## config.mk

```make
export PLATFORM = sky130hd
export DESIGN_NAME = pic_top
export DESIGN_NICKNAME = d
export VERILOG_FILES = /design/src/pic_pkg.sv /design/src/pic_top.sv
export SDC_FILE = /design/constraint.sdc
export NUM_CORES = 1
export LEC_CHECK = 0
export BUFFER_PORTS_ARGS = -buffer_cell sky130_fd_sc_hd__buf_2
export CORE_ASPECT_RATIO = 0.6
export CORE_MARGIN = 2
export CORE_UTILIZATION = 47
export DETAILED_ROUTE_END_ITERATION = 10
export GPL_TIMING_DRIVEN = 0
export PLACE_DENSITY = 0.76
export SLEW_MARGIN = 30
export SYNTH_ARGS = -nofsm -noshare
export SYNTH_HDL_FRONTEND = slang
export SYNTH_SLANG_ARGS = --single-unit
export TNS_END_PERCENT = 100
```

## constraint.sdc

```tcl
create_clock -name clk -period 19.1 [get_ports clk]
set_clock_uncertainty 0.2 [all_clocks]
set_input_delay 0.955 -clock clk [delete_from_list [all_inputs] [get_ports clk]]
set_output_delay 0.955 -clock clk [all_outputs]
set_load 0.05 [all_outputs]
```

## src/pic_pkg.sv

```systemverilog
// Package: constants and types for the priority interrupt controller
package pic_pkg;
   localparam int NSRC = 14;
   localparam int AW = 8;
   localparam int DW = 16;
   localparam int LVW = 4;
   localparam int CW = 12;
   localparam int XW = 32;
   // Register byte offsets
   localparam logic [7:0] OFF_PRIO_A = 8'h00;
   localparam logic [7:0] OFF_PRIO_B = 8'h04;
   localparam logic [7:0] OFF_NMI_CTRL = 8'h08;
   localparam logic [7:0] OFF_EVT_CODE = 8'h0C;
   // Reset values
   localparam logic [15:0] PRIO_RST = 16'h0000;
   localparam logic NMI_EDGE_RST = 1'b0;
   // Control register fields and priority register B write mask
   localparam int NMI_LEVEL_BIT = 15;
   localparam int NMI_EDGE_BIT = 8;
   localparam logic [15:0] PRIO_B_WMASK = 16'hFFF0;
   // Core status register fields
   localparam int ST_MD_BIT = 30;
   localparam int ST_RB_BIT = 29;
   localparam int ST_BL_BIT = 28;
   localparam int ST_IMASK_LO = 4;
   // Event codes and vector offset
   localparam logic [11:0] CODE_NMI = 12'h1C0;
   localparam logic [11:0] CODE_BASE = 12'h400;
   localparam logic [11:0] CODE_STEP = 12'h020;
   localparam logic [31:0] VEC_OFFSET = 32'h00000600;
   // Level field index per source: {reg B?, nibble}, in default ranking order
   localparam logic [2:0] SRC_FIELD [NSRC] = '{
      3'h3, 3'h2, 3'h1, 3'h1, 3'h0, 3'h0, 3'h0,
      3'h5, 3'h5, 3'h5, 3'h5, 3'h7, 3'h6, 3'h6};
   typedef struct packed {
      logic [AW-1:0] addr;
      logic [DW-1:0] wdata;
      logic wr;
      logic rd;
   } pic_bus_t;
   typedef struct packed {
      logic [XW-1:0] status;
      logic [XW-1:0] pc;
      logic [XW-1:0] vector_base_reg;
      logic boundary;
   } pic_core_t;
endpackage

```

## src/pic_top.sv

```systemverilog
// Priority interrupt controller with core exception-entry sequencing
//
// Overview of operation
// - Both priority registers are 16-bit read/write, reset to zero, kept in standby.
// - Four 4-bit level fields per register, each serving one source group, except the lowest field of register B.
// - Level zero masks a group; fifteen is the highest priority.
// - Lowest field of register B reads zero; software writes zero there.
// - Control register is 16 bits, reset-initialised, unchanged in standby.
// - Control bit 15 reads the live non-maskable pin level; writes ignored.
// - Control bit 8 picks edge: zero falling (reset), one rising.
// - Control bits 14-9 and 7-0 read zero; software writes zero.
// - Highest programmed level wins; lower requests stay pending.
// - Ties resolve by fixed default ranking and in-field ranking.
// - Accept only when selected level is strictly above the core mask.
// - Accepted-interrupt pin goes low and stays low while request stands.
// - Pin returns high once masked; pin ignores the block bit.
// - Interrupt is taken only at an instruction boundary.
// - Winning source code loads into the event code register on taking.
// - Taking copies status and program counter into the saved registers.
// - Taking leaves the mask level bits unchanged.
// - Fetch address is vector base plus a fixed offset.
// - Nesting: handler saves context, unblocks, raises mask to accepted level.
// - While block bit is one, taking waits until it clears.
//
// Implementation choices: the placing of the registers and the strobed register port.
module pic_top
   import pic_pkg::*;
(
   input wire logic clk,
   input wire logic arst_n,
   input wire pic_bus_t bus,
   output logic [DW-1:0] rdata,
   input wire logic [NSRC-1:0] src_req,
   input wire logic nmi_pin,
   input wire pic_core_t core,
   output logic irq_accepted_out_n,
   output logic take_pulse,
   output logic [CW-1:0] event_code_reg,
   output logic [XW-1:0] saved_status_reg,
   output logic [XW-1:0] saved_pc_reg,
   output logic [XW-1:0] new_status,
   output logic [XW-1:0] fetch_addr
);

   logic [DW-1:0] prio_a_r;
   logic [DW-1:0] prio_b_r;
   logic nmi_edge_sel_r;
   logic nmi_s1_r;
   logic nmi_s2_r;
   logic nmi_s3_r;
   logic nmi_pend_r;
   logic nmi_edge;
   logic [LVW-1:0] sel_level;
   logic [CW-1:0] sel_code;
   logic sel_valid;
   logic [LVW-1:0] sel_level_r;
   logic [CW-1:0] sel_code_r;
   logic accept_r;
   logic block_bit;
   logic [LVW-1:0] mask_level_bits;
   logic take;
   logic [DW-1:0] rdata_nxt;

   // Level field of one source from the two priority registers
   function automatic logic [LVW-1:0] field_level(
      input logic [2:0] f,
      input logic [DW-1:0] a,
      input logic [DW-1:0] b
   );
      logic [DW-1:0] r;
      r = f[2] ? b : a;
      field_level = r[f[1:0]*LVW +: LVW];
   endfunction

   assign block_bit = core.status[ST_BL_BIT];
   assign mask_level_bits = core.status[ST_IMASK_LO +: LVW];

   // Priority registers
   always_ff @(posedge clk or negedge arst_n) begin
      if (!arst_n) begin
         prio_a_r <= PRIO_RST;
         prio_b_r <= PRIO_RST;
      end else if (bus.wr) begin
         if (bus.addr == OFF_PRIO_A) begin
            prio_a_r <= bus.wdata;
         end
         if (bus.addr == OFF_PRIO_B) begin
            prio_b_r <= bus.wdata & PRIO_B_WMASK;
         end
      end
   end

   // Control register edge select
   always_ff @(posedge clk or negedge arst_n) begin
      if (!arst_n) begin
         nmi_edge_sel_r <= NMI_EDGE_RST;
      end else if (bus.wr && bus.addr == OFF_NMI_CTRL) begin
         nmi_edge_sel_r <= bus.wdata[NMI_EDGE_BIT];
      end
   end

   // Pin synchroniser and edge history
   always_ff @(posedge clk or negedge arst_n) begin
      if (!arst_n) begin
         nmi_s1_r <= 1'b0;
         nmi_s2_r <= 1'b0;
         nmi_s3_r <= 1'b0;
      end else begin
         nmi_s1_r <= nmi_pin;
         nmi_s2_r <= nmi_s1_r;
         nmi_s3_r <= nmi_s2_r;
      end
   end

   assign nmi_edge = nmi_edge_sel_r ? (nmi_s2_r & ~nmi_s3_r)
                                    : (~nmi_s2_r & nmi_s3_r);

   // Pending edge request, new edge wins over the take
   always_ff @(posedge clk or negedge arst_n) begin
      if (!arst_n) begin
         nmi_pend_r <= 1'b0;
      end else if (nmi_edge) begin
         nmi_pend_r <= 1'b1;
      end else if (take) begin
         nmi_pend_r <= 1'b0;
      end
   end

   // Arbitration across sources in ranking order
   always_comb begin
      sel_level = '0;
      sel_code = '0;
      sel_valid = 1'b0;
      for (int i = 0; i < NSRC; i++) begin
         if (src_req[i] &&
             field_level(SRC_FIELD[i], prio_a_r, prio_b_r) != '0 &&
             field_level(SRC_FIELD[i], prio_a_r, prio_b_r) > sel_level) begin
            sel_level = field_level(SRC_FIELD[i], prio_a_r, prio_b_r);
            sel_code = CODE_BASE + CW'(i) * CODE_STEP;
            sel_valid = 1'b1;
         end
      end
   end

   // Mask compare and accepted-interrupt pin
   always_ff @(posedge clk or negedge arst_n) begin
      if (!arst_n) begin
         sel_level_r <= '0;
         sel_code_r <= '0;
         accept_r <= 1'b0;
         irq_accepted_out_n <= 1'b1;
      end else begin
         sel_level_r <= sel_level;
         sel_code_r <= sel_code;
         accept_r <= sel_valid && (sel_level > mask_level_bits);
         irq_accepted_out_n <= ~(sel_valid && (sel_level > mask_level_bits));
      end
   end

   // Take at boundary while unblocked; the edge request outranks all
   assign take = core.boundary && !block_bit && (nmi_pend_r || accept_r);

   // Exception entry
   always_ff @(posedge clk or negedge arst_n) begin
      if (!arst_n) begin
         take_pulse <= 1'b0;
         event_code_reg <= '0;
         saved_status_reg <= '0;
         saved_pc_reg <= '0;
         new_status <= '0;
         fetch_addr <= '0;
      end else begin
         take_pulse <= take;
         if (take) begin
            event_code_reg <= nmi_pend_r ? CODE_NMI : sel_code_r;
            saved_status_reg <= core.status;
            saved_pc_reg <= core.pc;
            new_status <= core.status | (XW'(1) << ST_BL_BIT)
                          | (XW'(1) << ST_MD_BIT) | (XW'(1) << ST_RB_BIT);
            fetch_addr <= core.vector_base_reg + VEC_OFFSET;
         end
      end
   end

   // Read decode
   always_comb begin
      rdata_nxt = '0;
      case (bus.addr)
         OFF_PRIO_A: rdata_nxt = prio_a_r;
         OFF_PRIO_B: rdata_nxt = prio_b_r;
         OFF_NMI_CTRL: begin
            rdata_nxt[NMI_LEVEL_BIT] = nmi_s2_r;
            rdata_nxt[NMI_EDGE_BIT] = nmi_edge_sel_r;
         end
         OFF_EVT_CODE: rdata_nxt = DW'(event_code_reg);
         default: rdata_nxt = '0;
      endcase
   end

   always_ff @(posedge clk or negedge arst_n) begin
      if (!arst_n) begin
         rdata <= '0;
      end else if (bus.rd) begin
         rdata <= rdata_nxt;
      end else begin
         rdata <= '0;
      end
   end

endmodule

```

# Yosys cells after proc, flatten, opt, wreduce, memory -nomap -nowiden
# Index checks and enable logic that the tools add are counted.
# classes
n_mux	51
n_addsub	1
n_reduce_logical	45
eq_ne	3
n_bitwise	5
magnitude_cmp	15
# op_table
cell	count
2-to-1 mux 12 bit	14
> comparator 4 bit	14
2-to-1 mux 4 bit	14
adder 32 x 11 -> 32 bit, second input constant	1
logical AND 1 bit	32
nonzero test 4 bit	7
case mux 8 bit (3 select lines)	1
case mux 6 bit (3 select lines)	1
2-to-1 mux 1 bit	17
equality test 8 x 4 -> 1 bit, second input constant	2
2-to-1 mux 16 bit	1
2-to-1 mux 11 bit	1
equality test 8 x 3 -> 1 bit, second input constant	1
logical NOT 8 bit	1
> comparator 4 x 1 -> 1 bit, second input constant	1
case mux 1 bit (4 select lines)	1
AND reduction 2 bit	2
inverter 1 bit	3
case mux 1 bit (3 select lines)	1
bitwise AND 1 bit	2
nonzero test 2 bit	1
logical NOT 1 bit	1
logical OR 1 bit	1
# totals
word_cells	137
reg_bits	204
input_bits	140
output_inout_bits	158

# Longest topological paths before layout
# Gate-level depths: netlist (run 1).
# depth
depth_word	46
ltp_mapped	119
ltp_nobuf	115

# Worst setup path before layout (run 1)
# Ideal clock, no wire load.
# synth_path
path_kind	input -> register
startpoint	input port src_req[0]
endpoint	register irq_accepted_out_n
path_slack_ns	-1.729
setup_ns	0.078
n_path_buf	4
arrival_ns	20.551
t_required_ns	18.822
path_stages	112
cell_sequence	and2_1 -> inv_1 -> ha_1 -> nand4_1 -> nand2_1 -> a211oi_4 -> nand2_1 -> o21ai_0 -> inv_1 -> ha_1 -> nand2_1 -> a31o_2 -> inv_1 -> o211ai_1 -> a21oi_1 -> a21boi_0 -> o21bai_1 -> ha_1 -> (+76 left out) -> inv_1 -> a22o_1 -> ha_1 -> nor2b_1 -> o21ai_0 -> nand2b_1 -> a21oi_1 -> nor2_1 -> nor2_1 -> o31a_1 -> a22oi_1 -> ha_1 -> nor2b_1 -> o21ai_0 -> nand2b_1 -> a21oi_1 -> a41o_1 -> a31o_1
# synth_between
elab_chain_cells	45
elab_cells_between_ends	59
cone_classes	14 x order compare; 28 x mux; 1 x bitwise; 16 x reduce/logical
# synth_lines
item	line	text
start, declared	pic_top.sv:33	input wire logic [NSRC-1:0] src_req,
logical AND 1 bit (*)	pic_top.sv:135	if (src_req[i] &&
logical AND 1 bit (*)	pic_top.sv:136	field_level(SRC_FIELD[i], prio_a_r, prio_b_r) != '0 &&
2-to-1 mux 4 bit	pic_top.sv:135	
> comparator 4 bit	pic_top.sv:137	field_level(SRC_FIELD[i], prio_a_r, prio_b_r) > sel_level) begin
logical AND 1 bit	pic_top.sv:136	
2-to-1 mux 4 bit	pic_top.sv:135	
> comparator 4 bit	pic_top.sv:137	
logical AND 1 bit	pic_top.sv:136	
(+29 left out)	--	
logical AND 1 bit	pic_top.sv:136	
2-to-1 mux 4 bit	pic_top.sv:135	
> comparator 4 bit	pic_top.sv:137	
logical AND 1 bit	pic_top.sv:136	
2-to-1 mux 4 bit	pic_top.sv:135	
> comparator 4 bit	pic_top.sv:156	irq_accepted_out_n <= ~(sel_valid && (sel_level > mask_level_bits));
logical AND 1 bit (*)	pic_top.sv:156	
inverter 1 bit (*)	pic_top.sv:156	
end signal, assigned	pic_top.sv:156	
end, declared	pic_top.sv:36	output logic irq_accepted_out_n,
# Mark *: on every way between the ends. The rest lies on a longest branch, timed or not.
# A chain may end at the register's enable or synchronous reset.

# Worst setup path after layout (run 1)
# Ends and elaborated chain as after synthesis.

==> results.md, run 1 <==
- Failing checks: negative setup slack
- CTS tree: built
- Clk Tree Root Cell: clkbuf_16
- Top cell type by total area after synthesis: dfrtp_1
- Num Clock Sinks: 159
- Post-synth EDFFs: 0
- CP peak stage delay: 0.40 ns
- Worst slack at placement: -3.349 ns
- CP endpoint kind: flip-flop
- Initial antenna violation count: 1
- Via-to-Cell Ratio: 5.519
- First-pass GRT wire length: 49.60 mm
- Switching Share: 0.4715
- Chip width: 187.8 um
- CTS HTree Levels: 4
- Worst slew pin tran: 0.7680 ns
- IO buf count: 289
- Post-CTS Hold Fix Bufs: 0
- Avg Inst Size Synth: 8.760 sq um
- Clock slew at reported path FFs: 0.06 ns
- Nets@finish: 1,685
- DRT iter0 DRCs: 872
- Seq pwr share: 0.173
- Fraction of registers with async set/reset: 1.000
- Tot GR Track Use: 0.2955
- Required time of the critical path: 19.26 ns
- Full die area: 0.02145 sq mm
- Status: complete, but fails checks
- Syn. warnings: 0
- Largest net degree at the start of global routing: 89
- Static Leak: 0.006913 uW
- Initial Utilization: 0.4780
- Worst Path Max Fanout: 7
- Pwr Density: 198.7 mW/mm^2
- Congestion Overflow GR: 0
- Final WL: 33.99 mm
- Final Hold Fails: 0
- Layout cells sized above 1: 0.4277
- Site row count: 40
- Synthesized area: 0.009522 sq mm
- Synth top area share: 0.4152
- Crit-path slowest cell: ha_1
- Number of buffers created by CTS: 17
- Tcrit/Tclk final: 1.066
- Pre-antenna DRT Iters: 7
- NetSw: 1278 uW
- CP Launch Type: input pin
- Post-route minimum period: 20.35 ns
- Predominant post-synthesis flop cell: dfrtp_1
- Final setup fails: 7
- DPL Wire Length: 23.78 mm
- Final worst slack: -1.252 ns
- Top-count cell post-synth: nand2_1
- Top cells by area, synth: dfrtp_1 (42%), nand2_1 (12%), ha_1 (5.7%)
- Type of the worst min-delay path: reg2reg
- Max Fclk: 0.04913 GHz
- Worst Path Arrival: 20.52 ns
- Vias in the first global route: 9,285
- Worst-Skew Late Latency: 0.43 ns
- Via Count: 9,874
- Post-route DRC: 0
- Max clock buf depth: 2
- Clk pwr share: 0.130
- RSZ-0062 raised after global routing: true
- I/O Pins: 298
- Flops & latches, synth: 159
- Placeable Area: 0.01992 sq mm
- Die Y: 114.3 um
- Comb pwr share: 0.697
- Post-DRT Antenna Nets: 0
- WL per Instance: 19.00 um
- Post-Syn Instances: 1,087
- Max-slew violations: 0
- Rel. slew slack: 0.4880
- Unique cell type count in the Yosys netlist: 96
- Synth-to-Final Area Change: 43.29%
- GPL Wtd Cong: 0.9381
- Peak supply drop: 0.1108 mV
- WS Path Type: in2reg
- Crit-path most repeated cell: ha_4
- Sequential area share after synthesis: 0.4180
- Max cap viols: 0
- Fin Hold WS: 0.1578 ns
- Int Pwr: 1433 uW
- Commonest cells post-synth: nand2_1 (311), dfrtp_1 (158), o21ai_0 (65), nor2_1 (52), inv_1 (45)
routing by layer:
metal  track usage  vias up  wire (um)
li1              -     4551          -
met1        0.4166     4677      14160
met2        0.4511      545      15270
met3       0.08029      101       3491
met4       0.08031        0       1072
met5             0        -          0
power by group through the flow:
stage	sequential, uW	combinational (uW)	clock (uW)
final	468	1890	353
after global routing	476	2000	371
after CTS	466	1620	357
after detailed placement	469	1360	0
after global placement	468	1320	0
after floorplan	679	841	0
what timing repair did:
item / 4_1_cts / 5_1_grt
setup endpoints to repair: 7 / 7
gates resized for setup: 53 / 67
pin swaps: 66 / 70
endpoints found under the hold margin: 0 / 0
setup buffers: 71 / 32
kinds of logic after synthesis:
family / count (synthesis) / synth area share
compound gates: 218 / 0.1689
buf+inv: 124 / 0.06557
other cells: 1 / 0.0003938
simple gates: 476 / 0.2200
flops: 159 / 0.4180
mux: 40 / 0.04678
fa+ha+maj: 43 / 0.05651
xor+xnor: 26 / 0.02392
area by class of cell:
| cell class | count | area [sq um] |
|---|---|---|
| Buffer | 77 | 450.4 |
| Fill cell | 1575 | 6276 |
| Tap cell | 273 | 341.6 |
| Clock buffer | 18 | 439.2 |
| Clock inverter | 14 | 166.4 |
| Antenna cell | 1 | 2.502 |
| Multi-Input combinational cell | 810 | 5792 |
| Timing Repair Buffer | 392 | 2295 |
| Sequential cell | 159 | 3980 |
| Inverter | 45 | 176.4 |
placed cells by master (no fill, tap or decap), types with 7 or more instances in the layout:
master     Yosys  layout
dfrtp_1      158     158
clkbuf_1      32      31
mux2_2        26      19
nor2_1        52      43
xnor2_1        8       8
mux2i_1       13      11
nand2_1      311     302
nor2_2         1       7
a21oi_2        4      12
and3_1        11       9
ha_4           0      19
clkbuf_16      0      17
nor3_1        13      11
buf_2          1     287
mux2_4         0       7
ha_1          43      23
buf_6          1      10
inv_1         45      33
a31oi_1       14      11
nand3_1       18      14
a21oi_1       28      14
xor2_1        18      18
and2_1        16      11
o21ai_0       65      56
o21ai_2        3       7
buf_4         40     133
o21ai_1        6       9
nand4_1        8       8
conb_1         1       7
inv_2          0       9
final timing paths:
| check | start | to | slack, ns | depth (start not counted) |
|---|---|---|---|---|
| min in group asynchronous | arst_n | fetch_addr[31] | 0.26 | 1 |
| max in group asynchronous | arst_n | saved_status_reg[0] | 17.56 | 2 |
| setup / recovery | src_req[0] | irq_accepted_out_n | -1.25 | 107 |
| setup reg to reg | prio_a_r[9] | irq_accepted_out_n | -1.14 | 105 |
| hold reg to reg | nmi_s1_r | nmi_s2_r | 0.16 | 0 |
| hold / removal | nmi_s1_r | nmi_s2_r | 0.16 | 0 |
worst max-delay path: cells and delay by family:
family	cells	cell delay (ns)
mux	6	1.63
simple gates	28	3.76
fa+ha+maj	14	3.39
buf+inv	13	1.20
compound gates	46	9.51
metrics by stage:
stage | std cells | utilization | area [sq um] | setup TNS (ns) | power (uW)
6_report | 1789 | 0.6849 | 13640 | -5.020 | 2711
5_1_grt | 1789 | 0.6849 | 13640 | -8.940 | 2847
4_1_cts | 1756 | 0.6565 | 13080 | -1.292 | 2439
3_5_place_dp | 1656 | 0.5874 | 11700 | -18.15 | 1825
3_3_place_gp | 1655 | 0.5856 | 11660 | -16.96 | 1793
2_1_floorplan | 1093 | - | 9876 | -0.7206 | 1519
Power figures use the tool's default switching activity.
==> run 2: changes to the inputs <==
--- a/config.mk
+++ b/config.mk
@@ -7,12 +7,11 @@
 export LEC_CHECK = 0
 export BUFFER_PORTS_ARGS = -buffer_cell sky130_fd_sc_hd__buf_2
 export CORE_ASPECT_RATIO = 0.6
-export CORE_MARGIN = 2
 export CORE_UTILIZATION = 47
 export DETAILED_ROUTE_END_ITERATION = 10
 export GPL_TIMING_DRIVEN = 0
 export PLACE_DENSITY = 0.76
-export SLEW_MARGIN = 30
+export SETUP_SLACK_MARGIN = 0.1
 export SYNTH_ARGS = -nofsm -noshare
 export SYNTH_HDL_FRONTEND = slang
 export SYNTH_SLANG_ARGS = --single-unit
==> results.md, run 2 (synthesized netlist as in run 1, its figures left out) <==
- Clock slew at reported path FFs: 0.06 ns
- Post-CTS Hold Fix Bufs: 0
- Final Hold Fails: 0
- Number of buffers created by CTS: 17
- Chip width: 185.8 um
- Crit-path most repeated cell: ha_4
- Initial antenna violation count: 1
- Post-route DRC: 0
- Post-layout util: 0.6931
- Crit-path slowest cell: a221o_1
- Worst Path Max Fanout: 10
- Via-to-Cell Ratio: 5.545
- Tot GR Track Use: 0.3099
- Clk Tree Root Cell: clkbuf_16
- Final setup fails: 5
- Worst slew pin tran: 0.7994 ns
- CP peak stage delay: 0.36 ns
- Worst Path Arrival: 20.21 ns
- Peak supply drop: 0.1231 mV
- Initial Utilization: 0.4903
- Post-route minimum period: 20.06 ns
- Congestion Overflow GR: 0
- IO buf count: 289
- CTS tree: built
- Full die area: 0.02085 sq mm
- Num Clock Sinks: 159
- DPL Wire Length: 23.30 mm
- Commonest cells after routing, fill and taps aside: nand2_1 (305), buf_2 (287), dfrtp_1 (158)
- Pre-antenna DRT Iters: 5
- Placeable Area: 0.01942 sq mm
- CP Launch Type: input pin
- Required time of the critical path: 19.25 ns
- Worst slack at placement: -3.220 ns
- Status: complete, but fails checks
- First-pass GRT wire length: 49.72 mm
- Post-DRT Antenna Nets: 0
- I/O Pins: 298
- Max clock buf depth: 2
- Failing checks: negative setup slack
- GPL Wtd Cong: 0.9568
- Site row count: 39
- Worst-Skew Late Latency: 0.42 ns
- PnR Total Power: 2570 uW
- WL per Instance: 18.67 um
- Synth-to-Final Area Change: 41.37%
- Vias in the first global route: 9,372
- Max cap viols: 0
- WS Path Type: in2reg
- Final worst slack: -0.9627 ns
- Static Leak: 0.006857 uW
- Rel. slew slack: 0.4671
- Via Count: 9,814
- Largest net degree at the start of global routing: 81
- Die Y: 112.3 um
- Type of the worst min-delay path: reg2reg
- Max Fclk: 0.04984 GHz
- Commonest non-fill, non-tap cell in the layout: nand2_1
- DRT iter0 DRCs: 859
- CP endpoint kind: flip-flop
- Final WL: 33.04 mm
- Layout cells sized above 1: 0.4172
- Pwr Density: 190.9 mW/mm^2
- RSZ-0062 raised after global routing: true
- Max-slew violations: 0
- CTS HTree Levels: 4
- Nets@finish: 1,675
- Tcrit/Tclk final: 1.050
- Number of fill cells: 1,517
==> run 2: cell types whose count changed in the layout (fill, tap and decap cells not counted), moves of 2 or more <==
cell / before / now
buf_4: 133 / 125
clkbuf_1: 31 / 34
clkbuf_8: 1 / 5
clkinv_2: 5 / 1
clkinv_4: 4 / 0
ha_2: 1 / 3
ha_4: 19 / 17
nand2_1: 302 / 305
nand2_2: 6 / 3
nor2_1: 43 / 41
nor2_2: 7 / 9
nor3_1: 11 / 9
o21ai_0: 56 / 53
o21ai_1: 9 / 11
==> run 2: through the flow <==
stage | instance area [sq um] | TNS, ns | hold slack, ns | cells
final | 13460 | -2.347 | 0.1542 | 1770
after CTS | 13040 | -1.295 | 0.1541 | 1746
after global routing | 13460 | -5.856 | 0.1663 | 1770
after global placement | 11650 | -15.66 | 0.1352 | 1648
after floorplan | 9876 | -0.7206 | 0.1312 | 1093
after detailed placement | 11690 | -17.31 | 0.1410 | 1649
==> run 2: power by group <==
part	switching (uW)	internal (uW)	total, uW
logic	1020	728	1750
clock network	130	222	351
registers	54.3	414	468
total	1210	1360	2570
==> run 2: worst max-delay path, delay by kind of cell <==
| kind | cells | cell delay [ns] |
|---|---|---|
| and+or+nand+nor | 30 | 3.47 |
| muxes | 4 | 1.17 |
| AOI/OAI and AO/OA | 51 | 9.45 |
| adders and majority gates | 14 | 3.43 |
| buffers and inverters | 16 | 1.65 |
==> run 2: routing by layer <==
layer	global-route usage	vias to the layer above	routed length (um)
met5	0	-	0
li1	-	4527	-
met3	0.08631	78	3080
met4	0.09235	0	815
met2	0.4692	516	14740
met1	0.4312	4693	14410
==> run 2: worst paths after layout <==
kind | to | slack, ns | start | depth (start not counted)
min | nmi_s2_r | 0.15 | nmi_s1_r | 0
max reg2reg | irq_accepted_out_n | -0.82 | prio_a_r[9] | 112
min reg2reg | nmi_s2_r | 0.15 | nmi_s1_r | 0
max | irq_accepted_out_n | -0.96 | src_req[0] | 115
min in group asynchronous | fetch_addr[18] | 0.37 | arst_n | 1
max in group asynchronous | saved_pc_reg[2] | 17.45 | arst_n | 2
==> run 2: repair_timing <==
action                     CTS  global route
pin swaps                   65            58
setup endpoints to repair    7             7
buffers inserted            68            24
resized for setup           49            58
==> run 2: cell type report <==
cell class | instances | area [sq um] | share of cell area
Sequential cell | 159 | 3980 | 0.2957
Tap cell | 266 | 332.8 | 0.02473
Multi-Input combinational cell | 810 | 5704 | 0.4238
Timing Repair Buffer | 382 | 2205 | 0.1638
Clock inverter | 5 | 102.6 | 0.007622
Antenna cell | 1 | 2.502 | 0.0001859
Clock buffer | 25 | 505.5 | 0.03755
Buffer | 77 | 454.2 | 0.03374
Inverter | 45 | 173.9 | 0.01292
